### config.mk
export PLATFORM = sky130hd
export DESIGN_NAME = bmc_top
export DESIGN_NICKNAME = d
export VERILOG_FILES = /design/src/bmc_pkg.sv /design/src/bmc_top.sv
export SDC_FILE = /design/constraint.sdc
export NUM_CORES = 1
export LEC_CHECK = 0
export ABC_AREA = 1
export BUFFER_PORTS_ARGS = -buffer_cell sky130_fd_sc_hd__buf_4
export CORE_MARGIN = 1
export CORE_UTILIZATION = 51
export DETAILED_ROUTE_END_ITERATION = 16
export PLACE_DENSITY = 0.77
export SLEW_MARGIN = 10
export SYNTH_ARGS = -nofsm -noshare
export SYNTH_HDL_FRONTEND = slang
export SYNTH_SLANG_ARGS = --single-unit
### constraint.sdc
create_clock -name i_core_clk -period 4.9 [get_ports i_core_clk]
set_input_delay 0.98 -clock i_core_clk [delete_from_list [all_inputs] [get_ports i_core_clk]]
set_output_delay 0.98 -clock i_core_clk [all_outputs]
set_load 0.02 [all_outputs]
### src/bmc_pkg.sv
// package: shared constants and types for the buck mode control block
package bmc_pkg;

  // ==========================================================
  // clock and timing
  localparam int unsigned CLK_HZ         = 25_000_000;
  localparam int unsigned DEBOUNCE_US    = 8_000;      // 8.0 ms
  localparam int unsigned DEBOUNCE_CYC   = (CLK_HZ / 1_000_000) * DEBOUNCE_US;

  // ==========================================================
  // widths and reset values
  localparam int unsigned VOLT_W         = 6;
  localparam logic [5:0]  VOLT_RST       = 6'h00;

  // ==========================================================
  // power states and regulator modes
  typedef enum logic [1:0] {
    BMC_PS_OFF,
    BMC_PS_RUN,
    BMC_PS_STANDBY,
    BMC_PS_SLEEP
  } bmc_pstate_t;

  typedef enum logic [1:0] {
    BMC_MODE_OFF,
    BMC_MODE_ADAPTIVE,
    BMC_MODE_FPWM,
    BMC_MODE_LOWPWR
  } bmc_mode_t;

  // per-regulator control bits
  typedef struct packed {
    logic regulator_enable;
    logic standby_enable;
    logic sleep_enable;
    logic low_power_select;
    logic forced_pwm_select;
  } bmc_ctrl_t;

  // per-regulator drive to the power stage
  typedef struct packed {
    bmc_mode_t mode;
    logic      switching_on;
    logic      discharge_on;
    logic      pulse_skip_allowed;
    logic      low_bias;
    logic      scaling_reference;
    logic      soft_start;
  } bmc_drive_t;

  // per-regulator voltage setting registers
  typedef struct packed {
    logic [5:0] run_voltage_code;
    logic [5:0] standby_voltage_code;
    logic [5:0] sleep_voltage_code;
  } bmc_volt_t;

endpackage

### src/bmc_top.sv
// buck mode control: mode decode, current limit debounce, voltage settings
`timescale 1ns/100ps

module bmc_top #(
  parameter int unsigned N_REG        = 2,
  parameter int unsigned DEBOUNCE_CYC = bmc_pkg::DEBOUNCE_CYC
) (
  input  wire logic                             i_core_clk,
  input  wire logic                             i_rst,
  input  wire bmc_pkg::bmc_pstate_t             i_power_state,
  input  wire bmc_pkg::bmc_ctrl_t [N_REG-1:0]   i_ctrl,
  input  wire logic [N_REG-1:0]                 i_fused_scaling_disable,
  input  wire logic [N_REG-1:0][5:0]            i_fused_voltage_code,
  input  wire logic                             i_processor_reset_out,
  input  wire logic [N_REG-1:0]                 i_volt_wr,
  input  wire bmc_pkg::bmc_volt_t [N_REG-1:0]   i_volt_wdata,
  input  wire logic [N_REG-1:0]                 i_hs_limit,
  input  wire logic [N_REG-1:0]                 i_ls_limit,
  output bmc_pkg::bmc_drive_t [N_REG-1:0]       o_drive,
  output logic [N_REG-1:0]                      o_hs_gate_off,
  output logic [N_REG-1:0]                      o_ls_gate_off,
  output logic [N_REG-1:0]                      o_hs_limit_sense,
  output logic [N_REG-1:0]                      o_ls_limit_sense,
  output logic [N_REG-1:0]                      o_hs_limit_status,
  output logic [N_REG-1:0]                      o_ls_limit_status,
  output bmc_pkg::bmc_volt_t [N_REG-1:0]        o_volt
);

  localparam int unsigned CNT_W = $clog2(DEBOUNCE_CYC + 2);
  localparam logic [CNT_W-1:0] CNT_LIMIT = CNT_W'(DEBOUNCE_CYC);

  // ==========================================================
  // limit input synchronisers (pins from the analog stage)
  logic [N_REG-1:0] hs_meta;
  logic [N_REG-1:0] hs_sync;
  logic [N_REG-1:0] ls_meta;
  logic [N_REG-1:0] ls_sync;

  // two flops per limit input
  always_ff @(posedge i_core_clk or posedge i_rst) begin
    if (i_rst) begin
      hs_meta <= '0;
      hs_sync <= '0;
      ls_meta <= '0;
      ls_sync <= '0;
    end else begin
      hs_meta <= i_hs_limit;
      hs_sync <= hs_meta;
      ls_meta <= i_ls_limit;
      ls_sync <= ls_meta;
    end
  end

  // ==========================================================
  // startup detection: going from the regulators-off state to run
  bmc_pkg::bmc_pstate_t prev_state;
  bmc_pkg::bmc_pstate_t next_prev_state;
  logic                 startup_load;

  // remember last power state to spot off to run
  always_comb begin
    next_prev_state = i_power_state;
  end

  always_ff @(posedge i_core_clk or posedge i_rst) begin
    if (i_rst) begin
      prev_state <= bmc_pkg::BMC_PS_OFF;
    end else begin
      prev_state <= next_prev_state;
    end
  end

  assign startup_load = (prev_state == bmc_pkg::BMC_PS_OFF) &&
                        (i_power_state == bmc_pkg::BMC_PS_RUN);

  // ==========================================================
  // per-regulator logic
  genvar g;
  generate
    for (g = 0; g < N_REG; g++) begin : g_reg
      bmc_pkg::bmc_drive_t next_drive;
      bmc_pkg::bmc_volt_t  next_volt;
      logic                next_hs_off;
      logic                next_ls_off;
      logic                next_hs_sense;
      logic                next_ls_sense;
      logic                next_hs_status;
      logic                next_ls_status;
      logic [CNT_W-1:0]    hs_cnt;
      logic [CNT_W-1:0]    ls_cnt;
      logic [CNT_W-1:0]    next_hs_cnt;
      logic [CNT_W-1:0]    next_ls_cnt;

      // mode decode from power state and control bits
      always_comb begin
        logic active;
        logic in_low_state;
        active       = 1'b0;
        in_low_state = 1'b0;
        case (i_power_state)
          bmc_pkg::BMC_PS_RUN: begin
            active = i_ctrl[g].regulator_enable;
          end
          bmc_pkg::BMC_PS_STANDBY: begin
            active       = i_ctrl[g].regulator_enable & i_ctrl[g].standby_enable;
            in_low_state = 1'b1;
          end
          bmc_pkg::BMC_PS_SLEEP: begin
            active       = i_ctrl[g].regulator_enable & i_ctrl[g].sleep_enable;
            in_low_state = 1'b1;
          end
          default: begin
            active = 1'b0;
          end
        endcase
        next_drive = '0;
        // fused select steers the reference and soft start, never the mode
        next_drive.scaling_reference = ~i_fused_scaling_disable[g];
        next_drive.soft_start        = i_fused_scaling_disable[g];
        if (!active) begin
          next_drive.mode         = bmc_pkg::BMC_MODE_OFF;
          next_drive.discharge_on = 1'b1;
        end else if (i_ctrl[g].forced_pwm_select) begin
          next_drive.mode         = bmc_pkg::BMC_MODE_FPWM;
          next_drive.switching_on = 1'b1; // no pulse skip
        end else if (i_ctrl[g].low_power_select && in_low_state) begin
          next_drive.mode               = bmc_pkg::BMC_MODE_LOWPWR;
          next_drive.switching_on       = 1'b1;
          next_drive.pulse_skip_allowed = 1'b1;
          next_drive.low_bias           = 1'b1;
        end else begin
          // run with low power request stays adaptive
          next_drive.mode               = bmc_pkg::BMC_MODE_ADAPTIVE;
          next_drive.switching_on       = 1'b1;
          next_drive.pulse_skip_allowed = 1'b1; // load decides conduction
        end
      end

      // voltage setting registers
      always_comb begin
        next_volt = o_volt[g];
        if (startup_load) begin
          next_volt.run_voltage_code     = i_fused_voltage_code[g];
          next_volt.standby_voltage_code = i_fused_voltage_code[g];
          next_volt.sleep_voltage_code   = i_fused_voltage_code[g];
        end else if (i_volt_wr[g] && !i_fused_scaling_disable[g] &&
                     !i_processor_reset_out) begin
          next_volt = i_volt_wdata[g];
        end
      end

      // current limit: gate off, sense and debounced status
      always_comb begin
        next_hs_off   = hs_sync[g];
        next_ls_off   = ls_sync[g];
        next_hs_sense = hs_sync[g];
        next_ls_sense = ls_sync[g];
        next_hs_cnt   = '0;
        next_ls_cnt   = '0;
        if (hs_sync[g] && hs_cnt <= CNT_LIMIT) begin
          next_hs_cnt = hs_cnt + CNT_W'(1);
        end else if (hs_sync[g]) begin
          next_hs_cnt = hs_cnt;
        end
        if (ls_sync[g] && ls_cnt <= CNT_LIMIT) begin
          next_ls_cnt = ls_cnt + CNT_W'(1);
        end else if (ls_sync[g]) begin
          next_ls_cnt = ls_cnt;
        end
        // sticky once persisted longer than debounce
        next_hs_status = o_hs_limit_status[g] | (hs_cnt > CNT_LIMIT);
        next_ls_status = o_ls_limit_status[g] | (ls_cnt > CNT_LIMIT);
      end

      // register everything
      always_ff @(posedge i_core_clk or posedge i_rst) begin
        if (i_rst) begin
          o_drive[g]           <= '0;
          o_volt[g]            <= {bmc_pkg::VOLT_RST, bmc_pkg::VOLT_RST, bmc_pkg::VOLT_RST};
          o_hs_gate_off[g]     <= 1'b0;
          o_ls_gate_off[g]     <= 1'b0;
          o_hs_limit_sense[g]  <= 1'b0;
          o_ls_limit_sense[g]  <= 1'b0;
          o_hs_limit_status[g] <= 1'b0;
          o_ls_limit_status[g] <= 1'b0;
          hs_cnt               <= '0;
          ls_cnt               <= '0;
        end else begin
          o_drive[g]           <= next_drive;
          o_volt[g]            <= next_volt;
          o_hs_gate_off[g]     <= next_hs_off;
          o_ls_gate_off[g]     <= next_ls_off;
          o_hs_limit_sense[g]  <= next_hs_sense;
          o_ls_limit_sense[g]  <= next_ls_sense;
          o_hs_limit_status[g] <= next_hs_status;
          o_ls_limit_status[g] <= next_ls_status;
          hs_cnt               <= next_hs_cnt;
          ls_cnt               <= next_ls_cnt;
        end
      end
    end
  endgenerate

endmodule

==> impl_metrics.tcl <==
set metrics [dict create \
    p_leak_nw 4.528 \
    post_cts_buffers 0 \
    grt_max_degree 49 \
    viasPerCell 5.213 \
    synth_area_sq_mm 0.007477 \
    slew_viol_final 0 \
    synth_edf_count 0 \
    yosysTopAreaCell "dfrtp_1" \
    synth_cell_types 32 \
    drt_first_pass_iters 5 \
    start_util_pct 53.04 \
    setup_violations 0 \
    synth-seq-area-share_pct 46.85 \
    intPower_mw 2.117 \
    power_density_mw_per_mm2 321.3 \
    vias 6704 \
    cts_tree "done" \
    fillCellCount 1214 \
    die_area_sq_mm 0.01515 \
    cp_slowest_cell "nand2_1" \
    max_cap_viol_count 0 \
    coreArea_sq_mm 0.01410 \
    drive_above_1_share_pct 17.72 \
    grt_pass1_wl_um 28770 \
    seqPwrFrac_pct 44.6 \
    dp.cells 1254 \
    clk_pin_slew_ns 0.06 \
    comb_power_share_pct 13.3 \
    synth_ff_type "dfrtp_1" \
    ant_nets 0 \
    grt_pass1_vias 6264 \
    tightest_slew_ns 1.057 \
    critPathKind "input port to flip-flop" \
    ys_top_cells_by_count "nand2_1 (312), dfrtp_1 (140), nor2_1 (135), inv_1 (77), nand3_1 (73)" \
    max_freq_mhz 367.9 \
    cp_data_arrival_time_ns 3.05 \
    overflow 0 \
    synthTopCellsByArea "dfrtp_1 (47%), nand2_1 (16%), nor2_1 (6.8%)" \
    area_growth_pct 21.22 \
    sw_frac_of_total_pct 27.32 \
    clkLatencyLatePin_ns 0.43 \
    finalCriticalPeriod_ns 2.718 \
    hold_viol 0 \
    htreeDepth 4 \
    nNetsFinal 1172 \
    num_rows 43 \
    wl_per_cell_um 13.46 \
    synth_nets 1054 \
    hp-class "flip-flop to flip-flop" \
    cts_hold_buffers 0 \
    place_hpwl_um 12380 \
    maxSlewHeadroom_pct 29.34 \
    io-pin-count 135 \
    cts_root_buf "clkbuf_16" \
    synth_warnings 0 \
    drcViolationCount 0 \
    worstSetupEndpointType "flip-flop" \
    rsz0062_at_grt "false" \
    place_congestion 0.8467 \
    cp_cell_sequence "buf_4 -> inv_1 -> nand3_1 -> nand2_1 -> nor2_1 -> a31oi_1" \
    cts-resized-gates 0 \
    fin_setup_tns_ns 0 \
    vdd_drop_max_mv 0.2420 \
    antenna_found_initial 0 \
    wirelength_um 17310 \
    ys_seq_elements 140 \
    finalPower_mw 2.913 \
    diodes 0 \
    cts_inserted_buffers 17 \
    cp.required_ns 5.23 \
    async_flop_share_pct 100.0 \
    netlist.area_leader.share_pct 46.85 \
    cts.sinks 140 \
    drt_iter0_markers 419 \
    place.port_buffers 134 \
    avgSynthCellArea_sq_um 7.669 \
    synthCells 975 \
    critPathMaxStageDelay_ns 1.02 \
    clock_path_buffers 2 \
    crit_path_start_kind "input port" \
    status "completed" \
    path_max_fanout 36 \
    die_h_um 123.1 \
    stdcell_count 1286 \
    grt_use_total_pct 24.35 \
    period_share_pct 55.47 \
    finalCoreUtilization_pct 64.30 \
    p_sw_mw 0.7957 \
    synth_most_common_cell "nand2_1" \
    clock_skew_ns 0.007577 \
    fp.dieW_um 123.1 \
    clkPwrFrac_pct 42.1 \
]
==> state kept, by name, indices dropped and copies added, names as in the netlist <==
name               count
ls_meta                2
o_ls_limit_sense       2
prev_state             2
o_hs_limit_status      2
o_ls_limit_status      2
hs_meta                2
ls_sync                2
g.hs_cnt              36
o_volt                36
g.ls_cnt              36
hs_sync                2
o_hs_limit_sense       2
o_drive               14
==> cell families after synthesis <==
family,synth area share [%]
xor gates and xnor gates,3.280
and+or+nand+nor,35.36
DFF,46.85
buffers and inverters,7.112
adders and majority gates,1.339
AOI/OAI and AO/OA,6.058
==> cells in the final DEF, fill, tap and decap left out, types with 5 or more instances in the layout <==
master / netlist / routed
a31oi_1: 36 / 36
buf_4: 9 / 137
clkbuf_16: 0 / 17
dfrtp_1: 140 / 140
ha_1: 8 / 8
inv_1: 77 / 76
nand2_1: 312 / 312
nand2_2: 8 / 8
nand3_1: 73 / 73
nand3_2: 6 / 6
nand3b_1: 9 / 9
nand4_1: 44 / 44
nor2_1: 135 / 135
nor2_2: 5 / 5
o21ai_0: 18 / 18
o21bai_1: 9 / 9
xor2_1: 26 / 26
==> critical path, delay by kind of cell <==
family	cells	cell delay, ns
AOI/OAI and AO/OA	1	0.22
buffers and inverters	2	0.19
and+or+nand+nor	3	1.63
==> area by class of cell <==
cell class	instances	area [sq um]	area share, %
well taps	180	225.2	2.485
inverters	80	305.3	3.368
clock inverters	13	116.4	1.284
flip-flops and latches	140	3503	38.65
repair buffers	137	1028	11.35
clock buffers	19	442.9	4.887
multi-input cells	717	3442	37.98
==> worst paths after layout <==
| kind | startpoint | end | slack, ns | cells past startpoint |
|---|---|---|---|---|
| max | i_power_state[1] | o_volt[14] | 2.18 | 6 |
| min | ls_meta[0] | ls_sync[0] | 0.35 | 0 |
| max reg2reg | prev_state[1] | o_volt[14] | 2.46 | 5 |
| min reg2reg | ls_meta[0] | ls_sync[0] | 0.35 | 0 |
| max in group asynchronous | i_rst | o_volt[4] | 3.40 | 3 |
| min in group asynchronous | i_rst | g_reg[1].hs_cnt[8] | 0.57 | 2 |
==> per-stage QoR <==
step	area, sq um	hold slack, ns	setup WS [ns]
final	9064	0.3522	2.182
after global routing	9064	0.3604	1.988
after CTS	9064	0.3515	2.178
after detailed placement	8504	0.3347	1.788
after global placement	8504	0.3315	1.908
after floorplan	7477	0.3312	0.1671
==> routing by layer <==
metal / global-route usage, % / up-vias / part of all wire, %
li1: - / 3388 / -
met1: 30.37 / 3125 / 44
met2: 41.15 / 170 / 49
met3: 5.950 / 21 / 5.4
met4: 8.660 / 0 / 1.7
met5: 0 / - / 0
==> power by group through the flow <==
stage,registers (mW),clock network [mW],logic [mW]
final,1.30,1.22,0.389
after global routing,1.31,1.30,0.424
after CTS,1.30,1.25,0.394
after detailed placement,1.32,0,0.395
after global placement,1.32,0,0.385
after floorplan,1.37,0,0.137
Note: power is estimated with default switching activity, not from simulation.
